### config.mk
export PLATFORM = sky130hd
export DESIGN_NAME = pll_source_routing_control
export DESIGN_NICKNAME = d
export VERILOG_FILES = /design/src/inc/pll_route_pkg.sv /design/src/pll_source_routing_control.sv
export SDC_FILE = /design/constraint.sdc
export NUM_CORES = 1
export LEC_CHECK = 0
export BUFFER_PORTS_ARGS = -buffer_cell sky130_fd_sc_hd__clkbuf_2
export CAP_MARGIN = 10
export CORE_MARGIN = 2
export CORE_UTILIZATION = 55
export DETAILED_ROUTE_END_ITERATION = 7
export HOLD_SLACK_MARGIN = 0.12
export MAX_ROUTING_LAYER = met4
export PLACE_DENSITY = 0.79
export SKIP_CTS_REPAIR_TIMING = 1
export SYNTH_ARGS = -nofsm -noshare
export SYNTH_HDL_FRONTEND = slang
export SYNTH_SLANG_ARGS = --single-unit
### constraint.sdc
create_clock -name mclk -period 3.65 [get_ports mclk]
set_clock_uncertainty 0.1 [all_clocks]
set_input_delay 0.73 -clock mclk [delete_from_list [all_inputs] [get_ports mclk]]
set_output_delay 0.73 -clock mclk [all_outputs]
set_load 0.05 [all_outputs]
### src/inc/pll_route_pkg.sv
// constants, types and register map for the pll source routing control
package pll_route_pkg;
    localparam int ADR_W = 12;
    localparam int IDX_W = 10;
    // register indices; byte address is four times the index
    localparam logic [9:0] IDX_PLL_CTRL = 10'h010;
    localparam logic [9:0] IDX_ABL = 10'h017;
    localparam logic [9:0] IDX_CAL = 10'h018;
    localparam logic [9:0] IDX_PUMP_CUR = 10'h020;
    localparam logic [9:0] IDX_STATUS = 10'h021;
    localparam logic [9:0] IDX_VCO_DIV = 10'h1e0;
    localparam logic [9:0] IDX_DIST_SRC = 10'h1e1;
    localparam logic [9:0] IDX_UPDATE = 10'h232;
    localparam logic [7:0] UPDATE_KEY = 8'h01;
    // field positions
    localparam int PWR_LO = 0;
    localparam int CPM_LO = 4;
    localparam int POL_BIT = 7;
    localparam int BYP_BIT = 0;
    localparam int SRC_BIT = 1;
    localparam int CAL_BIT = 0;
    localparam int ST_CAL_BUSY = 0;
    localparam int ST_CAL_DONE = 1;
    localparam int ST_PLL_ON = 2;
    localparam int ST_UP = 3;
    localparam int ST_DN = 4;
    localparam int ST_SRC_VCO = 5;
    // values after reset
    localparam logic [7:0] RST_PLL_CTRL = 8'h01;
    localparam logic [7:0] RST_ABL = 8'h00;
    localparam logic [7:0] RST_CAL = 8'h00;
    localparam logic [7:0] RST_PUMP_CUR = 8'h00;
    localparam logic [7:0] RST_VCO_DIV = 8'h02;
    localparam logic [7:0] RST_DIST_SRC = 8'h00;
    localparam int CAL_REF_EDGES = 64;

    typedef enum logic [1:0] {
        PWR_NORMAL = 2'b00,
        PWR_ASYNC_DOWN = 2'b01
    } pwr_mode_t;

    typedef enum logic [2:0] {
        CP_HIZ = 3'b000,
        CP_FORCE_UP = 3'b001,
        CP_FORCE_DOWN = 3'b010,
        CP_NORMAL = 3'b011
    } cp_mode_t;

    typedef enum logic [1:0] {
        CAL_IDLE = 2'b00,
        CAL_RUN = 2'b01,
        CAL_DONE = 2'b10
    } cal_state_t;

    typedef struct packed {
        logic [7:0] pllCtrl;
        logic [7:0] abl;
        logic [7:0] cal;
        logic [7:0] pumpCur;
        logic [7:0] vcoDiv;
        logic [7:0] distSrc;
    } cfg_t;

    localparam cfg_t CFG_RESET = '{RST_PLL_CTRL, RST_ABL, RST_CAL, RST_PUMP_CUR, RST_VCO_DIV, RST_DIST_SRC};
endpackage

### src/pll_source_routing_control.sv
// pll source routing and digital pll control behind a wishbone slave
// Summary of operation
// - bypass bit feeds distribution without vco divider
// - source bit zero selects external clock input
// - power field 01 holds pll powered down
// - power field 00 runs pll with settings
// - polarity bit swaps pump up and down in normal pump mode
// - settings take effect only on update write
// - detector compares reference and feedback divider edges
// - detector commands pump up or pump down
// - two-bit field sets antibacklash pulse width
// - pump mode: hiz, normal, forced up, down
// - pump current in eight equal steps
// - source bit one selects internal vco
// - vco divider field sets ratio two to six
// - calibration starts on bit set plus update with power field 00
`timescale 1ns/100ps
module pll_source_routing_control
#(
    parameter int CAL_EDGES = pll_route_pkg::CAL_REF_EDGES
)
(
    input wire logic mclk,
    input wire logic rstn,
    input wire logic cyc_i,
    input wire logic stb_i,
    input wire logic we_i,
    input wire logic [pll_route_pkg::ADR_W-1:0] adr_i,
    input wire logic [31:0] dat_i,
    input wire logic [3:0] sel_i,
    output logic [31:0] dat_o,
    output logic ack_o,
    input wire logic refDivOut,
    input wire logic fbDivOut,
    input wire logic clkInTick,
    input wire logic vcoTick,
    output logic distTick,
    output logic pllPowerDown,
    output logic pumpUp,
    output logic pumpDown,
    output logic pumpHiZ,
    output logic [2:0] pumpCurrentCode,
    output logic [1:0] ablWidthCode,
    output logic vcoCalBusy
);
    import pll_route_pkg::*;

    logic [1:0] rstPipeQ;
    logic rstSyncN;

    always_ff @(posedge mclk or negedge rstn)
    begin
        if (!rstn)
            rstPipeQ <= 2'b00;
        else
            rstPipeQ <= {rstPipeQ[0], 1'b1};
    end
    assign rstSyncN = rstPipeQ[1];

    // wishbone slave: ack one cycle after request, write at ack edge
    logic ackQ;
    logic [31:0] datQ;
    cfg_t shadowQ;
    cfg_t shadowD;
    cfg_t activeQ;
    wire busReq = cyc_i & stb_i;
    wire [IDX_W-1:0] regIdx = adr_i[ADR_W-1:2];
    wire wrEn = busReq & we_i & ackQ & sel_i[0];
    wire [7:0] wrByte = dat_i[7:0];
    wire updWr = wrEn && regIdx == IDX_UPDATE && wrByte == UPDATE_KEY;
    logic [7:0] rdByte;
    logic [7:0] statusByte;

    always_ff @(posedge mclk or negedge rstSyncN)
    begin
        if (!rstSyncN)
        begin
            ackQ <= 1'b0;
            datQ <= 32'h0;
        end
        else
        begin
            ackQ <= busReq & ~ackQ;
            if (busReq & ~ackQ)
                datQ <= {24'h0, rdByte};
        end
    end
    assign ack_o = ackQ;
    assign dat_o = datQ;

    // unmapped and update addresses read as zero
    always_comb
    begin
        if (regIdx == IDX_PLL_CTRL)
            rdByte = shadowQ.pllCtrl;
        else if (regIdx == IDX_ABL)
            rdByte = shadowQ.abl;
        else if (regIdx == IDX_CAL)
            rdByte = shadowQ.cal;
        else if (regIdx == IDX_PUMP_CUR)
            rdByte = shadowQ.pumpCur;
        else if (regIdx == IDX_VCO_DIV)
            rdByte = shadowQ.vcoDiv;
        else if (regIdx == IDX_DIST_SRC)
            rdByte = shadowQ.distSrc;
        else if (regIdx == IDX_STATUS)
            rdByte = statusByte;
        else
            rdByte = 8'h00;
    end

    always_comb
    begin
        shadowD = shadowQ;
        if (wrEn)
        begin
            if (regIdx == IDX_PLL_CTRL)
                shadowD.pllCtrl = wrByte;
            else if (regIdx == IDX_ABL)
                shadowD.abl = wrByte;
            else if (regIdx == IDX_CAL)
                shadowD.cal = wrByte;
            else if (regIdx == IDX_PUMP_CUR)
                shadowD.pumpCur = wrByte;
            else if (regIdx == IDX_VCO_DIV)
                shadowD.vcoDiv = wrByte;
            else if (regIdx == IDX_DIST_SRC)
                shadowD.distSrc = wrByte;
        end
    end

    // written values wait in the shadow set until the update write
    always_ff @(posedge mclk or negedge rstSyncN)
    begin
        if (!rstSyncN)
        begin
            shadowQ <= CFG_RESET;
            activeQ <= CFG_RESET;
        end
        else
        begin
            shadowQ <= shadowD;
            if (updWr)
                activeQ <= shadowQ;
        end
    end

    a_update_applies: assert property (@(posedge mclk) disable iff (!rstSyncN)
        updWr |=> activeQ == $past(shadowQ))
        else $error("update write did not copy the pending settings");
    a_no_early_apply: assert property (@(posedge mclk) disable iff (!rstSyncN)
        !updWr |=> activeQ == $past(activeQ))
        else $error("settings changed without an update write");

    // decoded active fields
    wire pllOn = activeQ.pllCtrl[PWR_LO +: 2] == PWR_NORMAL;
    wire [2:0] cpMode = activeQ.pllCtrl[CPM_LO +: 3];
    wire polNeg = activeQ.pllCtrl[POL_BIT];
    wire srcVco = activeQ.distSrc[SRC_BIT];
    wire divBypass = activeQ.distSrc[BYP_BIT];
    // any power code but normal keeps the pll off
    assign pllPowerDown = ~pllOn;
    assign pumpCurrentCode = activeQ.pumpCur[2:0];
    assign ablWidthCode = activeQ.abl[1:0];

    // source routing and vco divider, ticks mark source clock edges
    logic [2:0] divCntQ;
    logic distTickQ;
    wire srcTick = srcVco ? vcoTick : clkInTick;
    wire [2:0] divCode = activeQ.vcoDiv[2:0];
    // codes above four clamp to the largest ratio
    wire [2:0] divLast = (divCode > 3'd4) ? 3'd5 : divCode + 3'd1;
    wire divWrap = divCntQ >= divLast;

    always_ff @(posedge mclk or negedge rstSyncN)
    begin
        if (!rstSyncN)
        begin
            divCntQ <= 3'd0;
            distTickQ <= 1'b0;
        end
        else
        begin
            if (srcTick)
                divCntQ <= divWrap ? 3'd0 : divCntQ + 3'd1;
            distTickQ <= divBypass ? srcTick : srcTick & divWrap;
        end
    end
    assign distTick = distTickQ;

    a_bypass_ext: assert property (@(posedge mclk) disable iff (!rstSyncN)
        (divBypass && !srcVco && !updWr) |=> distTick == $past(clkInTick))
        else $error("bypassed clock input not passed to distribution");
    a_bypass_vco: assert property (@(posedge mclk) disable iff (!rstSyncN)
        (divBypass && srcVco && !updWr) |=> distTick == $past(vcoTick))
        else $error("bypassed vco not passed to distribution");

    // phase frequency detector on divider output edges
    logic refPrevQ;
    logic fbPrevQ;
    logic upQ;
    logic dnQ;
    logic [2:0] ablCntQ;
    wire refRise = refDivOut & ~refPrevQ;
    wire fbRise = fbDivOut & ~fbPrevQ;
    wire bothOn = upQ & dnQ;
    // both pulses overlap for code plus one cycles to avoid a dead zone
    wire ablEnd = bothOn && ablCntQ == {1'b0, ablWidthCode};

    always_ff @(posedge mclk or negedge rstSyncN)
    begin
        if (!rstSyncN)
        begin
            refPrevQ <= 1'b0;
            fbPrevQ <= 1'b0;
            upQ <= 1'b0;
            dnQ <= 1'b0;
            ablCntQ <= 3'd0;
        end
        else
        begin
            refPrevQ <= refDivOut;
            fbPrevQ <= fbDivOut;
            if (!pllOn || ablEnd)
            begin
                upQ <= 1'b0;
                dnQ <= 1'b0;
                ablCntQ <= 3'd0;
            end
            else
            begin
                upQ <= upQ | refRise;
                dnQ <= dnQ | fbRise;
                ablCntQ <= bothOn ? ablCntQ + 3'd1 : 3'd0;
            end
        end
    end

    a_ref_sets_up: assert property (@(posedge mclk) disable iff (!rstSyncN)
        (pllOn && refRise && !bothOn && !updWr) |=> upQ)
        else $error("reference edge did not raise the up request");
    a_abl_width: assert property (@(posedge mclk) disable iff (!rstSyncN)
        (pllOn && $rose(bothOn) && $stable(activeQ)) |-> ##[0:4] !(upQ && dnQ))
        else $error("antibacklash overlap longer than allowed");

    // charge pump command from mode, polarity and detector
    logic pumpUpQ;
    logic pumpDnQ;
    logic pumpUpD;
    logic pumpDnD;

    always_comb
    begin
        pumpUpD = 1'b0;
        pumpDnD = 1'b0;
        if (pllOn)
        begin
            case (cpMode)
                CP_FORCE_UP:
                    pumpUpD = 1'b1;
                CP_FORCE_DOWN:
                    pumpDnD = 1'b1;
                CP_NORMAL:
                begin
                    pumpUpD = polNeg ? dnQ : upQ;
                    pumpDnD = polNeg ? upQ : dnQ;
                end
                default:
                begin
                    pumpUpD = 1'b0;
                    pumpDnD = 1'b0;
                end
            endcase
        end
    end

    always_ff @(posedge mclk or negedge rstSyncN)
    begin
        if (!rstSyncN)
        begin
            pumpUpQ <= 1'b0;
            pumpDnQ <= 1'b0;
        end
        else
        begin
            pumpUpQ <= pumpUpD;
            pumpDnQ <= pumpDnD;
        end
    end
    assign pumpUp = pumpUpQ;
    assign pumpDown = pumpDnQ;
    // hiz also covers power-down, holding the loop voltage
    assign pumpHiZ = ~pumpUpQ & ~pumpDnQ;

    a_powerdown_quiet: assert property (@(posedge mclk) disable iff (!rstSyncN)
        (!pllOn && !updWr) |=> !pumpUp && !pumpDown)
        else $error("pump active while pll powered down");
    a_forced_up: assert property (@(posedge mclk) disable iff (!rstSyncN)
        (pllOn && cpMode == CP_FORCE_UP && !updWr) |=> pumpUp && !pumpDown)
        else $error("forced pump up not applied");
    a_neg_polarity: assert property (@(posedge mclk) disable iff (!rstSyncN)
        (pllOn && cpMode == CP_NORMAL && polNeg && !updWr) |=> pumpUp == $past(dnQ))
        else $error("negative polarity did not swap pump direction");

    // vco calibration counts reference edges while the pll runs
    cal_state_t calStateQ;
    logic [15:0] calCntQ;
    wire calStart = updWr & shadowQ.cal[CAL_BIT] & ~activeQ.cal[CAL_BIT]
        & (shadowQ.pllCtrl[PWR_LO +: 2] == PWR_NORMAL);
    wire calRestart = updWr & ~shadowQ.cal[CAL_BIT];

    always_ff @(posedge mclk or negedge rstSyncN)
    begin
        if (!rstSyncN)
        begin
            calStateQ <= CAL_IDLE;
            calCntQ <= 16'h0;
        end
        else
        begin
            case (calStateQ)
                CAL_IDLE:
                    if (calStart)
                    begin
                        calStateQ <= CAL_RUN;
                        calCntQ <= 16'h0;
                    end
                CAL_RUN:
                    if (!pllOn)
                        calStateQ <= CAL_IDLE;
                    else if (refRise)
                    begin
                        calCntQ <= calCntQ + 16'h1;
                        if (calCntQ == 16'(CAL_EDGES - 1))
                            calStateQ <= CAL_DONE;
                    end
                CAL_DONE:
                    if (calRestart)
                        calStateQ <= CAL_IDLE;
                default:
                    calStateQ <= CAL_IDLE;
            endcase
        end
    end
    assign vcoCalBusy = calStateQ == CAL_RUN;

    a_cal_start: assert property (@(posedge mclk) disable iff (!rstSyncN)
        (calStateQ == CAL_IDLE && calStart) |=> vcoCalBusy)
        else $error("calibration did not start on update");

    always_comb
    begin
        statusByte = 8'h00;
        statusByte[ST_CAL_BUSY] = vcoCalBusy;
        statusByte[ST_CAL_DONE] = calStateQ == CAL_DONE;
        statusByte[ST_PLL_ON] = pllOn;
        statusByte[ST_UP] = pumpUpQ;
        statusByte[ST_DN] = pumpDnQ;
        statusByte[ST_SRC_VCO] = srcVco;
    end
endmodule

==> impl_metrics.yaml <==
job:
  cap_violations: 0
timing:
  hold_viol: 0
  setup_viol: 0
  worst_hold_slack_ps: 99.87
  max_freq_ghz: 0.3837
  slew_headroom_pct: 46.87
  fin_crit_ps: 2606
  maxSlewViolCount: 0
  fin_crit_sh_pct: 71.40
  setup_ws_ps: 1044
  finalSetupTns_ps: 0
  tightest_slew_ps: 789.7
  rsz0062_at_grt: "false"
clocking:
  clock_path_buffers: 2
  clock_sinks: 107
  cts_buffers: 9
  cts_tree: "done"
  cts-root-buf: "clkbuf_8"
  h-tree-depth: 3
  worstSkewPairLatency_ps: 380
  clk_pin_slew_worst_paths_ps: 110
floorplanning:
  core_region_area_mm2: 0.009819
  ioPinCount: 101
  initial_core_util_pct: 57.08
  die_w_um: 105.0
  die_area_mm2: 0.01102
  placement_rows: 36
  die_h_um: 105.0
power:
  power_density_mw_per_mm2: 386.3
  p_leak_uw: 0.002850
  ir_drop_mv: 0.2466
  switching_share_pct: 29.67
  p_sw_uw: 696.3
  seqPwrFrac_pct: 53.8
  clockPowerShare_pct: 31.8
  pwr-share-comb_pct: 14.4
  p_int_uw: 1651
place:
  hpwl_um: 8901
  gp_congestion: 0.8818
  port_buffers: 47
  post-place-ws_ps: 673.1
yosys:
  yosysSeqAreaShare_pct: 47.86
  syn_inst: 493
  synth_edf_count: 0
  yosysWarnings: 0
  yosysTopAreaCell: "dfrtp_1"
  ys_top_cells_by_area: "dfrtp_1 46%, mux2_2 13%, buf_4 4.4%"
  avgSynthCellArea_um2: 11.37
  synth_top_area_share_pct: 45.98
  synth_cell_types: 68
  synthArstFlopShare_pct: 100.0
  synthFlopType: "dfrtp_1"
  synth_seq_cells: 107
  syn_area_mm2: 0.005605
outcome:
  status: "complete, no violations"
worst_setup_path:
  crit_fanout: 11
  crit_required_ps: 3810
  arrival_ps: 2770
  worstSetupEndpointType: "register"
  path_class: "in -> reg"
  worstSetupStartpointType: "input pin"
global_routing:
  grt_pass1_wl_um: 20580
  grt_overflow_total: 0
  antenna_found_initial: 0
  grt_usage_pct: 24.17
  first_global_vias: 4007
  grt_max_degree: 89
finish:
  area_delta_synth_final_pct: 8.393
  fillers: 790
  antenna_cells: 0
  final_nets: 603
  final_cell_mix: "102 x dfrtp_1, 66 x mux2_2, 47 x clkbuf_2"
  drive_above_1_share_pct: 29.10
  final_common_cell: "dfrtp_1"
min_path:
  hold_class: "reg -> async"
route:
  drtIter0Drc: 250
  ant_nets: 0
  drc: 0
  dr.pass1.iters: 5
  routed-via-count: 4043
  detail_route.wl_per_cell_um: 18.47
  viasPerCell: 5.981
  drt-total-wl_um: 12480
[synthesized netlist by cell type (4+ instances only)]
library cell,instances
buf_4,33
nand3_1,8
nand4_1,14
dfstp_2,4
a22oi_1,5
o2111ai_1,4
nor2_1,17
mux2_2,66
or3_1,11
o21ai_0,22
xor2_1,6
inv_1,17
dfrtp_1,103
nor3_1,8
nand2_1,28
and3_1,4
nor2b_1,5
nor4_1,8
clkbuf_1,4
and4_1,4
buf_2,5
a21oi_1,18
ha_1,8
nand2b_1,8
mux2i_1,11
[flip-flops by register name, summed over array words and instances (netlist names), 3 cells and up]
| name | cells |
|---|---|
| ablCntQ | 3 |
| pumpCurrentCode | 3 |
| shadowQ | 48 |
| calCntQ | 16 |
| dat_o | 8 |
| activeQ | 12 |
| divCntQ | 3 |
[path summary, 6_finish.rpt]
check	from	end	slack, ps	depth (start not counted)
setup / recovery	adr_i[10]	shadowQ[30]	1040	6
hold / removal	rstPipeQ[1]	refPrevQ	100	0
setup reg to reg	ack_o	shadowQ[16]	1210	4
hold reg to reg	rstPipeQ[1]	refPrevQ	100	0
max in group asynchronous	rstPipeQ[1]	activeQ[40]	2690	1
min in group mclk	rstPipeQ[0]	rstPipeQ[1]	270	0
[power groups by stage]
stage	Clock, uW	Combinational [uW]	Sequential (uW)
floorplan	0	224	1320
finish	747	337	1260
detailed placement	0	315	1300
CTS	755	317	1280
global placement	0	300	1300
global route	801	371	1270
[critical path: stages]
cell and delay [ps]:
clkbuf_2 120, nor4_2 270, buf_4 220, nand2_1 320, nor3b_2 700, mux2_2 410
[through the flow]
stage	total power [uW]	instance area [um^2]	cells	util [%]
2_1_floorplan	1545	5692	516	-
3_3_place_gp	1599	5838	658	59.45
3_5_place_dp	1617	5838	658	59.45
4_1_cts	2350	6038	674	61.49
5_1_grt	2443	6076	676	61.88
6_report	2347	6076	676	61.88
[cell families (layout without fill, tap and decap cells)]
logic type               after synthesis  after routing  share of synthesized area (%)
adder cells (fa/ha/maj)                8              8                          1.786
AND/OR/NAND/NOR                      151            151                          17.66
XOR/XNOR                               8              8                          1.250
other                                  2             25                         0.1340
flip-flops                           107            107                          47.86
AO/OA/AOI/OAI                         79             79                          9.532
multiplexers                          77             77                          15.22
buffers and inverters                 61             88                          6.562
[per-layer routing]
metal	GRT usage (%)	up-vias	share of wire (%)
met5	-	-	0
met4	8.571	0	2.8
met3	3.681	26	4.6
met2	39.38	118	50
met1	30.93	2032	42
li1	-	1867	-
[area by class of cell]
| cell class | instances | area [um^2] | area share (%) |
|---|---|---|---|
| flip-flops and latches | 107 | 2686 | 44.21 |
| inverters | 17 | 63.81 | 1.050 |
| repair buffers | 55 | 317.8 | 5.231 |
| clock inverters | 6 | 72.57 | 1.194 |
| well taps | 133 | 166.4 | 2.739 |
| multi-input cells | 348 | 2641 | 43.47 |
| clock buffers | 10 | 127.6 | 2.100 |
(Power assumes the default switching activity.)
